==> config.mk <==
export PLATFORM = sky130hd
export DESIGN_NAME = ccfoc_top
export DESIGN_NICKNAME = d
export VERILOG_FILES = /design/src/design/ccfoc_pkg.sv /design/src/design/ccfoc_fifo.sv /design/src/design/ccfoc_top.sv
export VERILOG_INCLUDE_DIRS = /design/src /design/src/design
export SDC_FILE = /design/constraint.sdc
export NUM_CORES = 1
export LEC_CHECK = 0
export ABC_AREA = 0
export BUFFER_PORTS_ARGS = -buffer_cell sky130_fd_sc_hd__buf_2
export CORE_ASPECT_RATIO = 0.7
export CORE_MARGIN = 5
export CORE_UTILIZATION = 58
export DETAILED_ROUTE_END_ITERATION = 10
export HOLD_SLACK_MARGIN = 0.1
export MAX_ROUTING_LAYER = met4
export PLACE_DENSITY = 0.91
export SLEW_MARGIN = 20
export SYNTH_ARGS = -nofsm -noshare
export SYNTH_HDL_FRONTEND = slang
export SYNTH_SLANG_ARGS = --single-unit
==> constraint.sdc <==
create_clock -name core_clk -period 8 [get_ports core_clk]
set_input_delay 0 -clock core_clk [delete_from_list [all_inputs] [get_ports core_clk]]
set_output_delay 0 -clock core_clk [all_outputs]
set_load 0.005 [all_outputs]
==> src/design/ccfoc_defines.svh <==
// Purpose: constants of the forwarding output stage
// Assumes: included by bare name
// Notes: offsets are byte addresses of the 8-bit register map
`ifndef CCFOC_DEFINES_SVH
`define CCFOC_DEFINES_SVH
// ----------------------------------------
// register offsets
// ----------------------------------------
`define CF_A_GEN 8'h02
`define CF_A_MAP 8'h20
`define CF_A_MODE 8'h21
`define CF_A_PSEL 8'h32
`define CF_A_CTL 8'h33
`define CF_A_STS 8'h34
// ----------------------------------------
// field positions and codes
// ----------------------------------------
`define CF_GEN_OUT_EN 0
`define CF_GEN_OSS 1
`define CF_MODE_SYNC 5:4
`define CF_SYNC_INTLV 2'h2
`define CF_SYNC_CONCAT 2'h3
`define CF_MODE_REPL 7
`define CF_CTL_EN 0
`define CF_MAP_TX 7:4
`define CF_MAP_DIS 3:0
// ----------------------------------------
// reset values and sizes
// ----------------------------------------
`define CF_RST_REG 8'h00
`define CF_RST_PSEL 8'h01
`define CF_CRC_INIT 16'hffff
`define CF_CRC_POLY 16'h8408
`define CF_FIFO_DEPTH 4
`endif

==> src/design/ccfoc_pkg.sv <==
// Purpose: types shared by the forwarding output stage
// Assumes: nothing
// Notes: beats travel as packed structs
package ccfoc_pkg;
    // kind of a beat offered by a receive buffer
    typedef enum logic [1:0] {CF_K_FS = 2'b00, CF_K_FE = 2'b01, CF_K_LS = 2'b10,
        CF_K_DB = 2'b11} ccfoc_kind_e;
    // kind of a beat sent toward the transmitter
    typedef enum logic [2:0] {CF_O_FS = 3'b000, CF_O_FE = 3'b001, CF_O_HDR = 3'b010,
        CF_O_DAT = 3'b011, CF_O_FTR = 3'b100} ccfoc_okind_e;
    // forwarding engine states
    typedef enum logic [2:0] {CF_S_WFS = 3'b000, CF_S_LINE = 3'b001, CF_S_HDR = 3'b010,
        CF_S_DAT = 3'b011, CF_S_FTR = 3'b100} ccfoc_state_e;
    // receive buffer head beat
    typedef struct packed {
        ccfoc_kind_e kind;
        logic last;
        logic [1:0] vc;
        logic [15:0] wc;
        logic [7:0] data;
    } ccfoc_rx_beat_s;
    // transmit beat: wc, data byte or checksum in data
    typedef struct packed {
        ccfoc_okind_e kind;
        logic [1:0] vc;
        logic [15:0] data;
    } ccfoc_tx_beat_s;
endpackage

==> src/design/ccfoc_fifo.sv <==
// Purpose: small valid/ready fifo in the transmit path
// Assumes: D is a power of two
// Notes: full and empty come from pointers with a wrap bit
`timescale 1ns/100ps
`default_nettype none
module ccfoc_fifo #(
    parameter int W = 21,
    parameter int D = 4
) (
    input wire logic core_clk,
    input wire logic rst_n,
    input wire logic in_valid,
    output logic in_ready,
    input wire logic [W-1:0] in_data,
    output logic out_valid,
    input wire logic out_ready,
    output logic [W-1:0] out_data
);
    localparam int AW = $clog2(D);
    logic [W-1:0] mem_q [D]; // storage words
    logic [AW:0] wp_q; // write pointer with wrap bit
    logic [AW:0] rp_q; // read pointer with wrap bit
    wire logic push = in_valid && in_ready;
    wire logic pop = out_valid && out_ready;
    assign in_ready = !((wp_q[AW] != rp_q[AW]) && (wp_q[AW-1:0] == rp_q[AW-1:0]));
    assign out_valid = (wp_q != rp_q);
    assign out_data = mem_q[rp_q[AW-1:0]];
    // pointers
    always_ff @(posedge core_clk)
    begin
        if (!rst_n)
        begin
            wp_q <= '0;
            rp_q <= '0;
        end
        else
        begin
            wp_q <= wp_q + (AW+1)'(push);
            rp_q <= rp_q + (AW+1)'(pop);
        end
    end
    // storage, no reset needed
    always_ff @(posedge core_clk)
    begin
        if (push)
            mem_q[wp_q[AW-1:0]] <= in_data;
    end
endmodule
`default_nettype wire

==> src/design/ccfoc_top.sv <==
// Purpose: synchronized line forwarding toward csi transmitter 0, copied to transmitter 1 in replicate mode
// Assumes: receive buffers on core_clk; pins sampled with 3 flops
// Notes: link_clk edges pace the transmit byte stream
`timescale 1ns/100ps
`default_nettype none
`include "ccfoc_defines.svh"
module ccfoc_top
    import ccfoc_pkg::*;
(
    input wire logic core_clk,
    input wire logic rst_n,
    input wire logic reg_wr,
    input wire logic reg_rd,
    input wire logic [7:0] reg_addr,
    input wire logic [7:0] reg_wdata,
    output logic [7:0] reg_rdata_q,
    input wire logic [3:0] rx_valid,
    input wire ccfoc_rx_beat_s [3:0] rx_beat,
    output logic [3:0] rx_ready_q,
    input wire logic [3:0] rx_lock,
    input wire logic power_down_pin_n,
    input wire logic link_clk,
    output ccfoc_tx_beat_s tx0_beat_q,
    output logic tx0_vld_q,
    output logic tx0_oe_n_q,
    output logic tx0_hs0_q,
    output ccfoc_tx_beat_s tx1_beat_q,
    output logic tx1_vld_q,
    output logic tx1_oe_n_q,
    output logic tx1_hs0_q
);
    // ----------------------------------------
    // functions
    // ----------------------------------------
    // lowest set port of a mask
    function automatic logic [1:0] cf_first(input logic [3:0] m);
        logic [1:0] r;
        r = 2'h0;
        for (int i = 3; i >= 0; i--)
            if (m[i])
                r = 2'(i);
        return r;
    endfunction
    // next set port above p: {found, index}
    function automatic logic [2:0] cf_next(input logic [3:0] m, input logic [1:0] p);
        logic [2:0] r;
        r = 3'h0;
        for (int i = 3; i >= 0; i--)
            if (m[i] && (2'(i) > p))
                r = {1'b1, 2'(i)};
        return r;
    endfunction
    // checksum over one payload byte
    function automatic logic [15:0] cf_crc(input logic [15:0] c, input logic [7:0] b);
        logic [15:0] r;
        r = c ^ {8'h00, b};
        for (int k = 0; k < 8; k++)
            r = r[0] ? ((r >> 1) ^ `CF_CRC_POLY) : (r >> 1);
        return r;
    endfunction
    // ----------------------------------------
    // pin synchronisers
    // ----------------------------------------
    logic [5:0] pin_s1_q, pin_s2_q, pin_s3_q, pin_st_q; // 3 stages and settled value
    wire logic [5:0] pin_in = {link_clk, power_down_pin_n, rx_lock};
    // a change counts once stages 2 and 3 agree
    wire logic [5:0] pin_st_d = (~(pin_s2_q ^ pin_s3_q) & pin_s3_q)
        | ((pin_s2_q ^ pin_s3_q) & pin_st_q);
    wire logic tick = pin_st_d[5] && !pin_st_q[5]; // link clock rising edge
    wire logic pd_ok = pin_st_q[4]; // power-down released
    wire logic [3:0] lock = pin_st_q[3:0];
    always_ff @(posedge core_clk)
    begin
        if (!rst_n)
        begin
            pin_s1_q <= 6'h00;
            pin_s2_q <= 6'h00;
            pin_s3_q <= 6'h00;
            pin_st_q <= 6'h00;
        end
        else
        begin
            pin_s1_q <= pin_in;
            pin_s2_q <= pin_s1_q;
            pin_s3_q <= pin_s2_q;
            pin_st_q <= pin_st_d;
        end
    end
    // ----------------------------------------
    // registers
    // ----------------------------------------
    logic [7:0] gen_q, map_q, mode_q, psel_q, ctl0_q, ctl1_q; // software registers
    logic lost_q; // sticky sync-lost flag
    logic lost_set; // engine saw sync failure
    ccfoc_state_e state_q, state_d;
    wire logic wr_gen = reg_wr && (reg_addr == `CF_A_GEN);
    wire logic wr_map = reg_wr && (reg_addr == `CF_A_MAP);
    wire logic wr_mode = reg_wr && (reg_addr == `CF_A_MODE);
    wire logic wr_psel = reg_wr && (reg_addr == `CF_A_PSEL);
    wire logic wr_ctl = reg_wr && (reg_addr == `CF_A_CTL);
    wire logic rd_sts = reg_rd && (reg_addr == `CF_A_STS);
    // lock seen on ports mapped to each transmitter
    wire logic lk0 = |(lock & ~map_q[`CF_MAP_TX]);
    wire logic lk1 = |(lock & map_q[`CF_MAP_TX]);
    logic [7:0] rd_d; // read mux
    always_comb
    begin
        if (reg_addr == `CF_A_GEN)
            rd_d = gen_q;
        else if (reg_addr == `CF_A_MAP)
            rd_d = map_q;
        else if (reg_addr == `CF_A_MODE)
            rd_d = mode_q;
        else if (reg_addr == `CF_A_PSEL)
            rd_d = psel_q;
        else if (reg_addr == `CF_A_CTL)
            rd_d = psel_q[0] ? ctl0_q : ctl1_q;
        else if (reg_addr == `CF_A_STS)
            rd_d = {4'h0, lk1, lk0, lost_q, (state_q != CF_S_WFS)};
        else
            rd_d = 8'h00; // unmapped reads zero
    end
    // register writes; ctl goes to the selected transmitter
    always_ff @(posedge core_clk)
    begin
        if (!rst_n)
        begin
            gen_q <= `CF_RST_REG;
            map_q <= `CF_RST_REG;
            mode_q <= `CF_RST_REG;
            psel_q <= `CF_RST_PSEL;
            ctl0_q <= `CF_RST_REG;
            ctl1_q <= `CF_RST_REG;
            lost_q <= 1'b0;
            reg_rdata_q <= 8'h00;
        end
        else
        begin
            if (wr_gen) gen_q <= reg_wdata;
            if (wr_map) map_q <= reg_wdata;
            if (wr_mode) mode_q <= reg_wdata;
            if (wr_psel) psel_q <= reg_wdata;
            if (wr_ctl && psel_q[0]) ctl0_q <= reg_wdata;
            if (wr_ctl && psel_q[1]) ctl1_q <= reg_wdata;
            lost_q <= lost_set || (lost_q && !rd_sts); // set wins over read clear
            reg_rdata_q <= reg_rd ? rd_d : 8'h00;
        end
    end
    // ----------------------------------------
    // forwarding engine
    // ----------------------------------------
    wire logic [1:0] sync = mode_q[`CF_MODE_SYNC];
    wire logic concat = (sync == `CF_SYNC_CONCAT);
    wire logic run = ctl0_q[`CF_CTL_EN] && (concat || (sync == `CF_SYNC_INTLV));
    // enabled ports mapped to tx0
    wire logic [3:0] act = run ? (~map_q[`CF_MAP_DIS] & ~map_q[`CF_MAP_TX]) : 4'h0;
    wire logic [1:0] low = cf_first(act);
    wire logic go = (rx_ready_q == 4'h0); // wait while a take is in flight
    logic [3:0] is_fs, is_fe, is_ls; // head kinds per port
    logic [15:0] wc_sum; // combined line byte count
    always_comb
    begin
        wc_sum = 16'h0000;
        for (int i = 0; i < 4; i++)
        begin
            is_fs[i] = rx_valid[i] && (rx_beat[i].kind == CF_K_FS);
            is_fe[i] = rx_valid[i] && (rx_beat[i].kind == CF_K_FE);
            is_ls[i] = rx_valid[i] && (rx_beat[i].kind == CF_K_LS);
            if (act[i])
                wc_sum = 16'(wc_sum + rx_beat[i].wc);
        end
    end
    wire logic any_act = (act != 4'h0);
    wire logic all_fs = any_act && (&(~act | is_fs));
    wire logic all_fe = any_act && (&(~act | is_fe));
    wire logic all_ls = any_act && (&(~act | is_ls));
    wire logic all_vld = any_act && (&(~act | rx_valid));
    logic [1:0] p_q, p_d; // port being forwarded
    logic [1:0] vc_q, vc_d; // frame virtual channel
    logic [15:0] crc_q, crc_d; // running line checksum
    logic [3:0] pop_d; // heads taken this step
    logic out_vld; // beat offered to fifo
    ccfoc_tx_beat_s out_beat;
    logic f_in_rdy; // fifo has room
    wire logic push = out_vld && f_in_rdy;
    wire ccfoc_rx_beat_s hd = rx_beat[p_q];
    wire logic hv = rx_valid[p_q];
    wire logic [2:0] nx = cf_next(act, p_q);
    // engine next state
    always_comb
    begin
        state_d = state_q;
        p_d = p_q;
        vc_d = vc_q;
        crc_d = crc_q;
        pop_d = 4'h0;
        out_vld = 1'b0;
        out_beat = '{kind: CF_O_FS, vc: vc_q, data: 16'h0000};
        lost_set = 1'b0;
        if (go && any_act)
        begin
            case (state_q)
                CF_S_WFS:
                begin
                    // drop non-FS heads until all active ports show FS
                    pop_d = act & rx_valid & ~is_fs;
                    if (all_fs)
                    begin
                        out_vld = 1'b1;
                        out_beat.vc = rx_beat[low].vc;
                        if (push)
                        begin
                            pop_d = act; // one FS kept, rest dropped
                            vc_d = rx_beat[low].vc;
                            state_d = CF_S_LINE;
                        end
                    end
                end
                CF_S_LINE:
                begin
                    if (all_ls)
                    begin
                        p_d = low; // start at lowest port
                        state_d = CF_S_HDR;
                    end
                    else if (all_fe)
                    begin
                        out_vld = 1'b1;
                        out_beat.kind = CF_O_FE;
                        if (push)
                        begin
                            pop_d = act; // one FE only
                            state_d = CF_S_WFS;
                        end
                    end
                    else if (all_vld)
                    begin
                        lost_set = 1'b1; // ports out of step
                        state_d = CF_S_WFS;
                    end
                end
                CF_S_HDR:
                begin
                    out_vld = 1'b1;
                    out_beat.kind = CF_O_HDR;
                    out_beat.data = concat ? wc_sum : hd.wc;
                    if (push)
                    begin
                        pop_d = concat ? act : (4'h1 << p_q);
                        crc_d = `CF_CRC_INIT;
                        state_d = CF_S_DAT;
                    end
                end
                CF_S_DAT:
                begin
                    if (hv && (hd.kind == CF_K_DB))
                    begin
                        out_vld = 1'b1;
                        out_beat.kind = CF_O_DAT;
                        out_beat.data = {8'h00, hd.data};
                        if (push)
                        begin
                            pop_d = 4'h1 << p_q;
                            crc_d = cf_crc(crc_q, hd.data);
                            if (hd.last && concat && nx[2])
                                p_d = nx[1:0]; // next camera, no filler
                            else if (hd.last)
                                state_d = CF_S_FTR;
                        end
                    end
                    else if (hv)
                    begin
                        lost_set = 1'b1; // line cut short
                        state_d = CF_S_WFS;
                    end
                end
                CF_S_FTR:
                begin
                    out_vld = 1'b1;
                    out_beat.kind = CF_O_FTR;
                    out_beat.data = crc_q;
                    if (push && !concat && nx[2])
                    begin
                        p_d = nx[1:0]; // next camera's own packet
                        state_d = CF_S_HDR;
                    end
                    else if (push)
                        state_d = CF_S_LINE;
                end
                default:
                    state_d = CF_S_WFS;
            endcase
        end
        else if (!any_act)
            state_d = CF_S_WFS;
    end
    // engine registers
    always_ff @(posedge core_clk)
    begin
        if (!rst_n)
        begin
            state_q <= CF_S_WFS;
            p_q <= 2'h0;
            vc_q <= 2'h0;
            crc_q <= `CF_CRC_INIT;
            rx_ready_q <= 4'h0;
        end
        else
        begin
            state_q <= state_d;
            p_q <= p_d;
            vc_q <= vc_d;
            crc_q <= crc_d;
            rx_ready_q <= pop_d;
        end
    end
    // ----------------------------------------
    // fifo and pin stage
    // ----------------------------------------
    logic f_out_vld; // beat waiting for the link
    ccfoc_tx_beat_s f_out;
    ccfoc_fifo #(.W($bits(ccfoc_tx_beat_s)), .D(`CF_FIFO_DEPTH)) u_fifo (
        .core_clk(core_clk),
        .rst_n(rst_n),
        .in_valid(out_vld),
        .in_ready(f_in_rdy),
        .in_data(out_beat),
        .out_valid(f_out_vld),
        .out_ready(tick),
        .out_data(f_out)
    );
    wire logic sleep_state_select = gen_q[`CF_GEN_OSS];
    wire logic csi_output_enable_bit = gen_q[`CF_GEN_OUT_EN];
    wire logic repl = mode_q[`CF_MODE_REPL];
    wire logic hs0 = pd_ok && !sleep_state_select;
    // pins parked hi-z by the enable bit alone
    wire logic en_off = pd_ok && sleep_state_select && !csi_output_enable_bit;
    // normal operation, activity still to be seen
    wire logic drive_ok = pd_ok && sleep_state_select && csi_output_enable_bit;
    wire logic ok0 = drive_ok && lk0 && ctl0_q[`CF_CTL_EN];
    wire logic ok1 = drive_ok && lk1 && ctl1_q[`CF_CTL_EN];
    wire logic oe0_n = !(hs0 || ok0);
    wire logic oe1_n = !(hs0 || ok1);
    wire logic vld0_d = tick ? (f_out_vld && ok0) : (tx0_vld_q && ok0);
    wire ccfoc_tx_beat_s beat0_d = (tick && f_out_vld) ? f_out : tx0_beat_q;
    // one fifo word per link clock rising edge
    always_ff @(posedge core_clk)
    begin
        if (!rst_n)
        begin
            tx0_beat_q <= '0;
            tx0_vld_q <= 1'b0;
            tx0_oe_n_q <= 1'b1;
            tx0_hs0_q <= 1'b0;
            tx1_beat_q <= '0;
            tx1_vld_q <= 1'b0;
            tx1_oe_n_q <= 1'b1;
            tx1_hs0_q <= 1'b0;
        end
        else
        begin
            tx0_beat_q <= beat0_d;
            tx0_vld_q <= vld0_d;
            tx0_oe_n_q <= oe0_n;
            tx0_hs0_q <= hs0;
            tx1_beat_q <= repl ? beat0_d : '0;
            tx1_vld_q <= repl && vld0_d;
            tx1_oe_n_q <= repl ? oe0_n : oe1_n;
            tx1_hs0_q <= hs0;
        end
    end

    logic [15:0] cnt_q, hwc_q; // bytes since header, header count
    always_ff @(posedge core_clk)
    begin
        if (!rst_n || (push && out_beat.kind == CF_O_HDR))
            cnt_q <= 16'h0000;
        else if (push && out_beat.kind == CF_O_DAT)
            cnt_q <= 16'(cnt_q + 16'h0001);
        if (!rst_n)
            hwc_q <= 16'h0000;
        else if (push && out_beat.kind == CF_O_HDR)
            hwc_q <= out_beat.data;
    end

    wire logic stray_wfs = go && (state_q == CF_S_WFS) && |(act & rx_valid & ~is_fs); // head to drop
endmodule
`default_nettype wire

---- Word-level counts from Yosys, hierarchy flattened ----
Memories as Yosys holds them, arrays and structs flattened. A register that Yosys moved wholly into a read port is not among the register bits.
Cells that the tools add are included.
word-level totals
  register bits after elaboration ......... 161
  bits in latches ......................... 0
  bits in writable memories ............... 84
  bits in read-only memories .............. 0
  word-level logic and storage cells ...... 293
  memories ................................ 1
operators by class
  add/sub/neg operators ................... 5
  multiply operators ...................... 0
  div/mod/pow operators ................... 0
  $lt $le $gt $ge ......................... 6
  equal/unequal tests ..................... 39
  shift-type cells ........................ 1
  multiplexer cells ....................... 99
  bitwise gates (word level) .............. 27
  reduce and logical (&&, ||, !) cells .... 85
memory list
  memory        words  bits a word  rd ports  clocked after Yosys merged registers in  wr ports  RTL line          RTL
  u_fifo.mem_q  4      21           1         1                                        1         ccfoc_fifo.sv:20  logic [W-1:0] mem_q [D];
operators with widths
  kind                                                 number
  2-to-1 mux 16 bit                                    16
  binary-select mux 29 bit (select 2 bit)              2
  2-to-1 mux 3 bit                                     19
  2-to-1 mux 8 bit                                     7
  logical AND 1 bit                                    50
  adder 16 bit                                         3
  one-hot mux 16 bit (3 select lines)                  1
  2-to-1 mux 4 bit                                     11
  2-to-1 mux 21 bit                                    2
  equality test 8 x 6 -> 1 bit, second input constant  5
  one-hot mux 16 bit (2 select lines)                  1
  2-to-1 mux 29 bit                                    1
  2-to-1 mux 2 bit                                     13
  2-to-1 mux 26 bit                                    1
  NOT 2 -> 3 bit                                       8
  AND 4 bit                                            5
  AND reduction 4 bit                                  5
  2-to-1 mux 1 bit                                     18
  inequality test 4 bit, second input constant         4
  NOT 4 bit                                            4
  bitwise OR 4 bit                                     4
  one-hot mux 4 bit (4 select lines)                   1
  XOR 16 x 8 -> 16 bit                                 1
  one-hot mux 3 bit (5 select lines)                   1
  other kinds (41)                                     79

---- Depth between registers and ports, before layout ----
Gate-level depths: netlist of the first run.
  depth in word-level cells ............... 22
  depth in mapped cells ................... 31

---- Modules after synthesis ----
Synthesis of the first run repeated with hierarchy kept, for this count alone.
unflattened totals
  cells, all modules ...................... 1398
  area total of the unflattened synthesis .. 14008.4 um^2
by module, submodules not included
  module      times used  cells an instance  area each (um^2)
  ccfoc_top   1           1253               10633.9
  ccfoc_fifo  1           145                3374.5

---- Worst setup path after synthesis of the first run ----
Ideal clock, no wire load.
  path kind ............................... reg-to-reg
  from .................................... register ctl0_q[0]
  to ...................................... memory u_fifo.mem_q[0][15], data pin
  setup time .............................. 230 ps
  data arrival time ....................... 6513 ps
  path slack .............................. 1257 ps
  cell stages (with the launch flop) ...... 30
  buffers on the path ..................... 4
  clock period less this slack ............ 6743 ps
  path through ............................ dfxtp_1 > buf_6 > and4bb_4 > buf_6 > clkbuf_1 > clkbuf_1 > and2_1 > ha_1 > a21o_1 > maj3_1 > a32o_1 > a21oi_1 > xor2_1 > o21ai_0 > ha_1 > or3_1 > nor3b_2 > o31ai_1 > xor2_1 > mux2_2 > ha_1 > a21oi_1 > o21ai_0 > a21oi_1 > a21oi_1 > o41a_1 > o21a_1 > nor3_2 > xnor3_1 > a221oi_1
RTL lines
  item                      RTL line          RTL
  start: declaration        ccfoc_top.sv:92   logic [7:0] gen_q, map_q, mode_q, psel_q, ctl0_q, ctl1_q;
  start signal: assignment  ccfoc_top.sv:132  ctl0_q <= `CF_RST_REG;
  start signal: assignment  ccfoc_top.sv:143  if (wr_ctl && psel_q[0]) ctl0_q <= reg_wdata;
  end: declaration          ccfoc_fifo.sv:20

==> summary.md, run 1 <==
| Metric | Value |
|---|---|
| Outcome | completed |
| Die Ht | 140 um |
| Die X | 195 um |
| Max layer used | met4 |
| Fmax | 136 MHz |
| Max VDD drop | 0.157 mV |
| Worst-path clk slew | 60 ps |
| RSZ-0062 raised after global routing | no |
| Net Sw Frac | 22.3% |
| First-pass GRT wire length | slightly above 60 mm |
| Unique masters post-synth | 87 |
| DR iter-0 viols | roughly 1.3k |
| Mean post-synth cell area | approximately 10 um^2 |
| Placed cell areas | 15100 um^2 |
| Post-synth top area cell | dfxtp_1 |
| Yosys reg bits | about 250 |
| GPL Wtd Cong | between 0.9 and 1 |
| Core area | 23600 um^2 |
| PwrDens | between 150 and 200 nW/um^2 |
| Clock Tree Buf Depth | 3 |
| Post-route cell area | between 15000 and 20000 um^2 |
| Seq pwr share | 52.3% |
| Starting Density | 58.8% |
| Primary FF master, synth | dfxtp_1 |
| Worst Path Required | 8220 ps |
| Sequential element share of the synthesized area | 41.3% |
| Critical path arrival | ~7600 ps |
| Crit path kind | reg2reg |
| Cts bufs inserted | 23 |
| Ranking of synthesized cells by area | dfxtp_1 (23%), edfxtp_1 (18%), mux4_2 (7.6%), mux2i_1 (5.5%), ha_1 (4.3%) |
| Max_cap viols | 0 |
| Switch Pwr | 0.549 mW |
| Clk root buf | clkbuf_16 |
| Yosys Warn Count | 0 |
| Area grow syn2layout | 16.4% |
| Worst-margin pin slew | 1120 ps |
| I/O Pins | just over 200 |
| Wire length on met3 | 4.37 mm |
| Top cell type's share of synthesized area | 23.2% |
| Final setup fails | 0 |
| TritonCTS clock tree | done |
| Logic pwr share | between 6 and 7% |
| Fin crit share | between 90% and 100% |
| Cell area after synthesis | ~14000 um^2 |
| Routed len/inst | 20.2 um |
| IO buf count | roughly 210 |
| Synthesized instance count | 1381 |
| Fill cells | 1740 |
| DRT Wirelength | 38.8 mm |
| Layout cells sized above 1 | 20.7% |
| Initial antenna violation count | 4 |
| Worst setup SP type | flip-flop |
| Total Nets Final | between 1.5k and 2k |
| Crit end category | flip-flop |
| Pint | between 1.5 and 2 mW |
| Clock power share | between 40% and 50% |
| First-pass detailed-route iteration total | 8 |
| GRT Overall Usage | ~28% |
| Total grt overflow | 0 |
| Slew Viols, Final | 0 |
| Final Hold Viols | 0 |
| CTS HTree Levels | 1 |
| FP Rows | 47 |
| Met2 wire length | 17.1 mm |
| Via count | 11.9k |
| DRT antenna net count | 0 |
| Min Tclk post-route | 7360 ps |
| # clock sinks | 245 |
| DRC viols | 0 |
| Post-Syn Nets | ~1.6k |
| Synth async-reset ratio | 0% |
| Most frequent cells after synthesis | dfxtp_1 (161), nand2_1 (128), edfxtp_1 (84) |
| WL met1 | between 15 and 20 mm |
| LEAKAGE | 6.29 nW |
| Worst-skew pair later-pin latency | roughly 520 ps |
| Most common cell in the netlist | dfxtp_1 |
| Worst-path fanout max | 19 |
| Clock skew | 14.1 ps |
| Via/cell ratio | a little over 6 |
| Hpwl dp | 28.8 mm |
| Largest net degree at the start of global routing | 109 |
| Vias in the first global route | around 12k |
| EDFF count, synth | 84 |
| Worst slew margin | 24.8% |
| Setup_tns | 0 ps |
| Worst hold path class | in2reg |
| Die ar. | ~27000 um^2 |
-- power by group through the flow --
stage	sequential (mW)	combinational, mW	clock (mW)
floorplan	1.31	0.0804	0
global route	1.28	0.179	1.07
CTS	1.28	0.162	1.02
finish	1.28	0.166	1.01
detailed placement	1.31	0.150	0
global placement	1.31	0.146	0
-- repair_timing --
item,CTS,global route
endpoints found under the hold margin,104,0
resized for setup,0,0
setup buffers,0,0
hold buffers,33,0
-- flip-flops by register name, summed over array words and instances, names as in the netlist, 16 cells and up, named ones only --
name	flops
u_fifo.mem_q	84
tx0_beat_q	21
crc_q	16
tx1_beat_q	21
-- worst max-delay path, stage by stage, from the launching register on --
cell       delay (ps)
dfxtp_1           580
and4bb_4          460
and2_1            210
ha_1              240
a21o_1            200
a2bb2oi_1         280
o21ai_0           140
a32o_1            220
a21oi_1           200
xor2_1            150
o21ai_0           150
ha_1              280
or3_1             400
nor3b_2           230
o31ai_1           150
xor2_1            160
mux2_2            300
ha_1              360
a21oi_1           150
o21ai_0           100
a21oi_1           210
a21oi_1           130
o41a_1            430
o21a_1            190
nor3_2            180
xnor3_1           320
a221oi_1          640
-- metal layers --
| layer | GRT usage, % | vias up |
|---|---|---|
| li1 | - | 5499 |
| met1 | 40.9 | 5643 |
| met2 | 42.3 | 705 |
| met3 | 5.27 | 82 |
| met4 | 5.18 | 0 |
| met5 | - | - |
-- final timing paths --
kind                     startpoint                       endpoint  slack (ps)  depth (start not counted)
min reg2reg  pin_s1_q[2]$_SDFF_PN0_         pin_s2_q[2]$_SDFF_PN0_         430                          1
max reg2reg  ctl0_q[0]$_SDFFE_PN0P_  u_fifo.mem_q[2][15]$_DFFE_PP_         640                         26
min                     rx_beat[24]           vc_q[0]$_SDFFE_PN0P_         170                          6
max          ctl0_q[0]$_SDFFE_PN0P_  u_fifo.mem_q[2][15]$_DFFE_PP_         640                         26
-- per-stage QoR --
step | power (mW) | instances | util, % | hold slack (ps) | setup WS (ps)
floorplan | 1.39 | 1381 | - | 127 | 1260
global placement | 1.46 | 1847 | 64.0 | 213 | 1100
detailed placement | 1.46 | 1847 | 64.0 | 208 | 885
CTS | 2.47 | 1921 | 68.3 | 136 | 846
global route | 2.53 | 1926 | 68.4 | 184 | 244
finish | 2.46 | 1926 | 68.4 | 173 | 635
-- layout make-up --
cell class	count	area (um^2)	area share, %
repair buffers	257	1500	9.25
clock inverters	10	68.8	0.426
flip-flops and latches	245	5750	35.5
inverters	29	109	0.673
multi-input cells	1032	7730	47.8
well taps	318	398	2.46
diodes	4	10.0	0.0619
clock buffers	31	616	3.81
-- cell families (layout without fill, tap and decap cells) --
group | Yosys count | after routing | synth area share, %
flops | 245 | 245 | 41.3
buf+inv | 104 | 327 | 3.18
compound gates | 299 | 299 | 14.4
simple gates | 487 | 487 | 18.4
other cells | 0 | 4 | 0
xor+xnor | 60 | 60 | 3.88
fa+ha+maj | 53 | 53 | 4.90
mux | 133 | 133 | 13.9
-- cells in the final DEF (no fill, tap or decap), types with 12 or more instances in the layout --
master         Yosys  layout
a21boi_0          24      24
o21ai_0           60      60
ha_1              48      48
edfxtp_1          84      84
xor2_1            26      26
mux4_2            47      47
nor3_1            26      25
nand3_1           52      52
a21oi_1           69      69
a22oi_1           14      14
o22ai_1           22      22
clkbuf_16          0      23
nor2b_1           64      64
nor2_1            77      77
a21o_1            12      12
and3_1            13      13
and2_1            66      66
buf_4              4      18
inv_1             29      29
xnor2_1           33      33
mux2i_1           76      76
dfxtp_1          161     159
nand2_1          128     128
dlygate4sd3_1      0      33
buf_2              5     205
Power figures use the tool's default switching activity.
==> run 2: changes to the inputs <==
- BUFFER_PORTS_ARGS: -buffer_cell sky130_fd_sc_hd__buf_2 -> -buffer_cell sky130_fd_sc_hd__clkbuf_2
- SLEW_MARGIN: 20 -> default
==> summary.md, run 2 (synthesis gave the netlist of run 1 again) <==
| Metric | Value |
|---|---|
| Fin crit share | 92.0% (about the same) |
| # clock sinks | 245 (unchanged) |
| First-pass GRT wire length | 62.6 mm (+1.5%) |
| FF-to-FF path depth | 25 (-3.8%) |
| RR Endpoint | u_fifo.mem_q[1][15]$_DFFE_PP_ |
| FP Rows | 47 (unchanged) |
| Commonest non-fill, non-tap cell in the layout | clkbuf_2 |
| RSZ-0062 raised after global routing | no |
| Starting Density | 58.8% (unchanged) |
| First-pass detailed-route iteration total | 5 (-3) |
| DRT antenna net count | 0 (unchanged) |
| Worst setup margin | 642 ps (+7.20 ps) |
| Clock power share | 43.5% (+2.5 points) |
| Routing usage on met3 | 4.69% (-0.58 points) |
| Total Nets Final | 1783 (-0.11%) |
| Worst Path Required | 8220 ps (about the same) |
| Worst-margin pin slew | 1170 ps (+42.5 ps) |
| Most used cell, CP | a21oi_1 |
| Clock skew | 15.0 ps (+0.950 ps) |
| GRT Overall Usage | 28.9% (+0.68 points) |
| Slowest stage delay, CP | 660 ps (+20 ps) |
| Slew Viols, Final | 0 (unchanged) |
| Worst-path fanout max | 19 (unchanged) |
| Crit-path slowest cell | a221oi_1 |
| Max VDD drop | 0.165 mV (+5.0%) |
| Worst-path clk slew | 70 ps (about the same) |
| Hold EP | vc_q[0]$_SDFFE_PN0P_ |
| CP top delay family | compound AO/OA/AOI/OAI gates |
| Min Tclk post-route | 7360 ps (-7.20 ps) |
| Core area | 23600 um^2 (unchanged) |
| Crit path kind | reg2reg |
| Grt met2 use | 42.5% (+0.16 points) |
| Outcome | completed |
| DR iter-0 viols | 1485 (+11%) |
| Setup_tns | 0 ps (unchanged) |
| Total grt overflow | 0 (unchanged) |
| Hold_sp | rx_beat[82] |
| Net Sw Frac | 21.9% (-0.45 points) |
| GPL Wtd Cong | 0.990 (-0.88%) |
| Clk root buf | clkbuf_16 |
| Switch Pwr | 0.562 mW (+2.4%) |
| Hold path depth | 6 (unchanged) |
| Logic pwr share | 6.5% (-0.3 points) |
| LEAKAGE | 6.30 nW (about the same) |
| Hpwl dp | 28.6 mm (-0.76%) |
| Initial antenna violation count | 1 (-3) |
| TritonCTS clock tree | done |
| Seq pwr share | 50.0% (-2.3 points) |
| Clock Tree Buf Depth | 3 (unchanged) |
| Via count | 12.1k (+1.1%) |
| Met1 Use GR | 41.9% (+0.96 points) |
| Final Hold Viols | 0 (unchanged) |
| Layout cells sized above 1 | 20.8% (+0.075 points) |
| Die X | 195 um (unchanged) |
| CTS HTree Levels | 1 (unchanged) |
| R2R setup slack | 640 ps (about the same) |
| Fmax | 136 MHz (about the same) |
| FF-to-FF Start | ctl0_q[0]$_SDFFE_PN0P_ |
| Largest net degree at the start of global routing | 109 (unchanged) |
| Max_cap viols | 0 (unchanged) |
| Routed len/inst | 20.5 um (+1.9%) |
| IO buf count | 205 (unchanged) |
| Busiest grt layer | met2 |
| PwrDens | 158 nW/um^2 (+4.1%) |
| Via/cell ratio | 6.28 (+1.4%) |
| Worst-skew pair later-pin latency | 530 ps (about the same) |
| Worst slew margin | 22.2% (-2.7 points) |
| Final setup fails | 0 (unchanged) |
| Vias in the first global route | 11.4k (-0.74%) |
| Max FFs per register | 84 (unchanged) |
| I/O Pins | 206 (unchanged) |
| Cts bufs inserted | 23 (unchanged) |
| DRT Wirelength | 39.5 mm (+1.7%) |
| Pwr Total | 2.57 mW (+4.5%) |
| Worst path buffer plus inverter count | 0 (unchanged) |
| Crit end category | flip-flop |
| Most frequent cells in the layout | clkbuf_2 (205), dfxtp_1 (159), nand2_1 (128), edfxtp_1 (84), nor2_1 (77) |
| Die Ht | 140 um (unchanged) |
| Post-cts resize count | 0 (unchanged) |
| Worst setup SP type | flip-flop |
| Pre-CTS WS | 909 ps (+24.1 ps) |
| Die ar. | 27200 um^2 (unchanged) |
| DRC viols | 0 (unchanged) |
| Critical path arrival | 7580 ps (about the same) |
| Worst hold path class | in2reg |
| Core Util, Final | 68.7% (+0.26 points) |
| Area grow syn2layout | 16.8% |
| Pint | 2.00 mW (+5.1%) |
[run 2: cell types whose count changed in the layout (fill, tap and decap cells not counted), moves of 2 or more]
cell	before	now
clkbuf_2	1	205
bufinv_16	0	3
diode_2	4	1
clkinv_2	5	2
buf_2	205	1
clkbuf_1	7	5
[run 2: routing by layer]
layer | wire (um) | vias up
met2 | 17000 | 708
met1 | 16900 | 5705
met3 | 4100 | 142
met5 | 0 | -
li1 | - | 5510
met4 | 1450 | 0
[run 2: what timing repair did]
item | in CTS | in global routing
buffers inserted | 0 | 0
endpoints found under the hold margin | 107 | 0
hold buffers | 32 | 0
[run 2: worst reg2reg max path: cells and delay by family (launching register included)]
| kind | cells | cell delay (ps) |
|---|---|---|
| compound gates | 13 | 3290 |
| xor+xnor | 3 | 640 |
| fa+ha+maj | 3 | 990 |
| flops | 1 | 550 |
| mux | 1 | 300 |
| simple gates | 5 | 1280 |
[run 2: layout make-up]
class | instances | area [um^2]
inverter | 29 | 109
timing repair buffer | 255 | 1480
fill | 1754 | 7410
multi-input combinational | 1032 | 7720
antenna | 1 | 2.50
sequential | 245 | 5750
clock buffer | 29 | 608
tap | 318 | 398
clock inverter | 13 | 164
[run 2: power by group through the flow]
| stage | Clock, mW | Combinational [mW] | Sequential, mW |
|---|---|---|---|
| 6_report | 1.12 | 0.167 | 1.28 |
| 5_1_grt | 1.19 | 0.179 | 1.28 |
| 4_1_cts | 1.13 | 0.163 | 1.28 |
| 3_5_place_dp | 0 | 0.150 | 1.31 |
| 3_3_place_gp | 0 | 0.146 | 1.31 |
| 2_1_floorplan | 0 | 0.0804 | 1.31 |
[run 2: how the worst max path moves through the flow]
stage                                       from                            end  slack [ps]  depth (start not counted)
after floorplan           ctl0_q[0]$_SDFFE_PN0P_  u_fifo.mem_q[0][15]$_DFFE_PP_        1260                         29
after global placement    ctl0_q[0]$_SDFFE_PN0P_  u_fifo.mem_q[0][15]$_DFFE_PP_        1100                         25
after detailed placement  ctl0_q[0]$_SDFFE_PN0P_  u_fifo.mem_q[3][15]$_DFFE_PP_         910                         25
after CTS                 ctl0_q[0]$_SDFFE_PN0P_  u_fifo.mem_q[1][15]$_DFFE_PP_         840                         25
after global routing      ctl0_q[0]$_SDFFE_PN0P_  u_fifo.mem_q[3][15]$_DFFE_PP_         250                         26
final                     ctl0_q[0]$_SDFFE_PN0P_  u_fifo.mem_q[1][15]$_DFFE_PP_         640                         25
[run 2: metrics by stage]
step                      cell area, um^2  instances  hold WS (ps)
after global routing                16200       1922           190
after detailed placement            15100       1846           210
final                               16200       1922           165
after floorplan                     13900       1381           127
after CTS                           16200       1920           148
after global placement              15100       1846           212
==> run 3: changes to the inputs <==
- CORE_MARGIN: 5 -> 2
==> summary.md, run 3 (synthesis gave the netlist of run 1 again) <==
| Metric | Value |
|---|---|
| Layout cells sized above 1 | 20.6% (-0.18 points) |
| Total Nets Final | 1788 (+0.28%) |
| Clock skew | 20.3 ps (+5.24 ps) |
| LEAKAGE | 6.28 nW (-0.20%) |
| Switch Pwr | 0.561 mW (about the same) |
| Area of the multi-input gates | 7720 um^2 (unchanged) |
| DR iter-0 viols | 1373 (-7.5%) |
| Net Sw Frac | 22.5% (+0.61 points) |
| Clock power share | 41.8% (-1.7 points) |
| Starting Density | 58.9% (+0.15 points) |
| Area grow syn2layout | 16.7% (about the same) |
| DRC viols | 0 (unchanged) |
| DRT Wirelength | 39.5 mm (about the same) |
| Reg area | 5750 um^2 (unchanged) |
| Hpwl dp | 28.2 mm (-1.3%) |
| Worst-margin pin slew | 1220 ps (+54.5 ps) |
| Initial antenna violation count | 0 (-1) |
| Cts bufs inserted | 23 (unchanged) |
| PwrDens | 154 nW/um^2 (-2.7%) |
| Logic pwr share | 6.7% (+0.2 points) |
| Crit path kind | reg2reg |
| Min Tclk post-route | 7340 ps (-12.9 ps) |
| Outcome | completed |
| Worst slew margin | 18.3% (-3.8 points) |
| RSZ-0062 raised after global routing | no |
| Core Util, Final | 68.8% (+0.12 points) |
| Max VDD drop | 0.143 mV (-13%) |
| GRT Overall Usage | 31.7% (+2.7 points) |
| RR Endpoint | u_fifo.mem_q[1][15]$_DFFE_PP_ |
| R2R setup slack | 660 ps (about the same) |
| Seq pwr share | 51.4% (+1.4 points) |
| Worst Path Required | 8230 ps (about the same) |
| Vias in the first global route | 11.3k (-1.0%) |
| Slowest stage delay, CP | 650 ps (about the same) |
| Routed len/inst | 20.5 um (about the same) |
| Clk root buf | clkbuf_16 |
| CTS HTree Levels | 1 (unchanged) |
| Via count | 12.0k (-0.20%) |
| Post-CTS Setup Bufs | 0 (unchanged) |
| Largest net degree at the start of global routing | 99 (-9.2%) |
| Worst-path clk slew | 70 ps (about the same) |
| Final setup fails | 0 (unchanged) |
| Worst setup margin | 655 ps (+12.9 ps) |
| First-pass detailed-route iteration total | 6 (+1) |
| Fill cells | 1737 (-0.97%) |
| Worst-path fanout max | 12 (-7) |
| Max FFs per register | 84 (unchanged) |
| Fmax | 136 MHz (+0.18%) |
| IO buf count | 205 (unchanged) |
| Die X | 189 um (-3.1%) |
| Hold buffer count at CTS | 37 (+16%) |
| Commonest non-fill, non-tap cell in the layout | clkbuf_2 |
| Max_cap viols | 0 (unchanged) |
| Core area | 23600 um^2 (-0.25%) |
| First-pass GRT wire length | 61.6 mm (-1.5%) |
| Worst-skew pair later-pin latency | 530 ps (about the same) |
| Clock Tree Buf Depth | 3 (unchanged) |
| Pre-CTS WS | 916 ps (+7.21 ps) |
| FP Rows | 47 (unchanged) |
| Most used cell, CP | a21oi_1 |
| Most frequent cells in the layout | clkbuf_2 (205), dfxtp_1 (159), nand2_1 (128), edfxtp_1 (84), nor2_1 (77) |
| Total grt overflow | 0 (unchanged) |
| Slew Viols, Final | 0 (unchanged) |
| I/O Pins | 206 (unchanged) |
| Fin crit share | 91.8% (-0.16 points) |
| Crit-path slowest cell | a221oi_1 |
| Pint | 1.93 mW (-3.5%) |
| # clock sinks | 245 (unchanged) |
| Hold_sp | rx_beat[53] |
| Hold path depth | 5 (-1) |
| N_diodes | 0 (-1) |
| FF-to-FF Start | ctl0_q[0]$_SDFFE_PN0P_ |
| DRT antenna net count | 0 (unchanged) |
| Hold EP | vc_q[0]$_SDFFE_PN0P_ |
| GPL Wtd Cong | 0.995 (+0.51%) |
| Worst setup SP type | flip-flop |
| Crit end category | flip-flop |
| TritonCTS clock tree | done |
| Critical path arrival | 7570 ps (about the same) |
| FF-to-FF path depth | 26 (+4.0%) |
| Die ar. | 25200 um^2 (-7.2%) |
| Post-cts resize count | 0 (unchanged) |
| Via/cell ratio | 6.26 (-0.35%) |
| Setup_tns | 0 ps (unchanged) |
| Die Ht | 134 um (-4.3%) |
| Final Hold Viols | 0 (unchanged) |
| Worst hold path class | in2reg |
run 3: cell count changes in the layout (fill, tap and decap cells not counted):
cell	before	now
bufinv_16	3	0
clkbuf_8	1	2
dlygate4sd3_1	32	37
clkinv_4	1	0
inv_6	1	0
clkinv_2	2	3
clkbuf_16	23	24
clkbuf_1	5	6
diode_2	1	0
run 3: through the flow:
stage	hold slack [ps]	instances	cell area, um^2	power [mW]
6_report	103	1925	16200	2.50
5_1_grt	122	1925	16200	2.57
4_1_cts	100	1924	16200	2.50
3_5_place_dp	212	1846	15100	1.46
3_3_place_gp	213	1846	15100	1.46
2_1_floorplan	127	1381	13900	1.39
run 3: worst max-delay path by stage:
stage                                       from                            end
after floorplan           ctl0_q[0]$_SDFFE_PN0P_  u_fifo.mem_q[0][15]$_DFFE_PP_
after global placement    ctl0_q[0]$_SDFFE_PN0P_  u_fifo.mem_q[0][15]$_DFFE_PP_
after detailed placement  ctl0_q[0]$_SDFFE_PN0P_  u_fifo.mem_q[3][15]$_DFFE_PP_
after CTS                 ctl0_q[0]$_SDFFE_PN0P_  u_fifo.mem_q[1][15]$_DFFE_PP_
after global routing      ctl0_q[0]$_SDFFE_PN0P_  u_fifo.mem_q[1][15]$_DFFE_PP_
final                     ctl0_q[0]$_SDFFE_PN0P_  u_fifo.mem_q[1][15]$_DFFE_PP_
run 3: power groups by stage:
stage	Sequential, mW	Clock, mW	Combinational (mW)
global route	1.28	1.11	0.180
floorplan	1.31	0	0.0804
global placement	1.31	0	0.147
finish	1.28	1.04	0.168
detailed placement	1.31	0	0.150
CTS	1.28	1.06	0.163
run 3: critical path: cells and delay by family (launching register included):
| family | cells | cell delay, ps |
|---|---|---|
| XOR/XNOR | 3 | 530 |
| AO/OA/AOI/OAI | 15 | 3910 |
| multiplexers | 1 | 310 |
| adder cells (fa/ha/maj) | 3 | 890 |
| AND/OR/NAND/NOR | 4 | 840 |
| flip-flops | 1 | 560 |
run 3: layout make-up:
cell class                      count  share of cell area, %
Clock buffer                       32                   4.01
Clock inverter                      9                  0.378
Inverter                           29                  0.671
Multi-Input combinational cell   1032                   47.6
Sequential cell                   245                   35.4
Tap cell                          318                   2.45
Timing Repair Buffer              260                   9.43
run 3: per-layer routing:
layer	up-vias	track usage (%)	wire [um]
li1	5519	-	-
met1	5722	45.3	16600
met2	721	47.8	17700
met3	79	4.79	4270
met4	0	7.16	908
met5	-	-	0
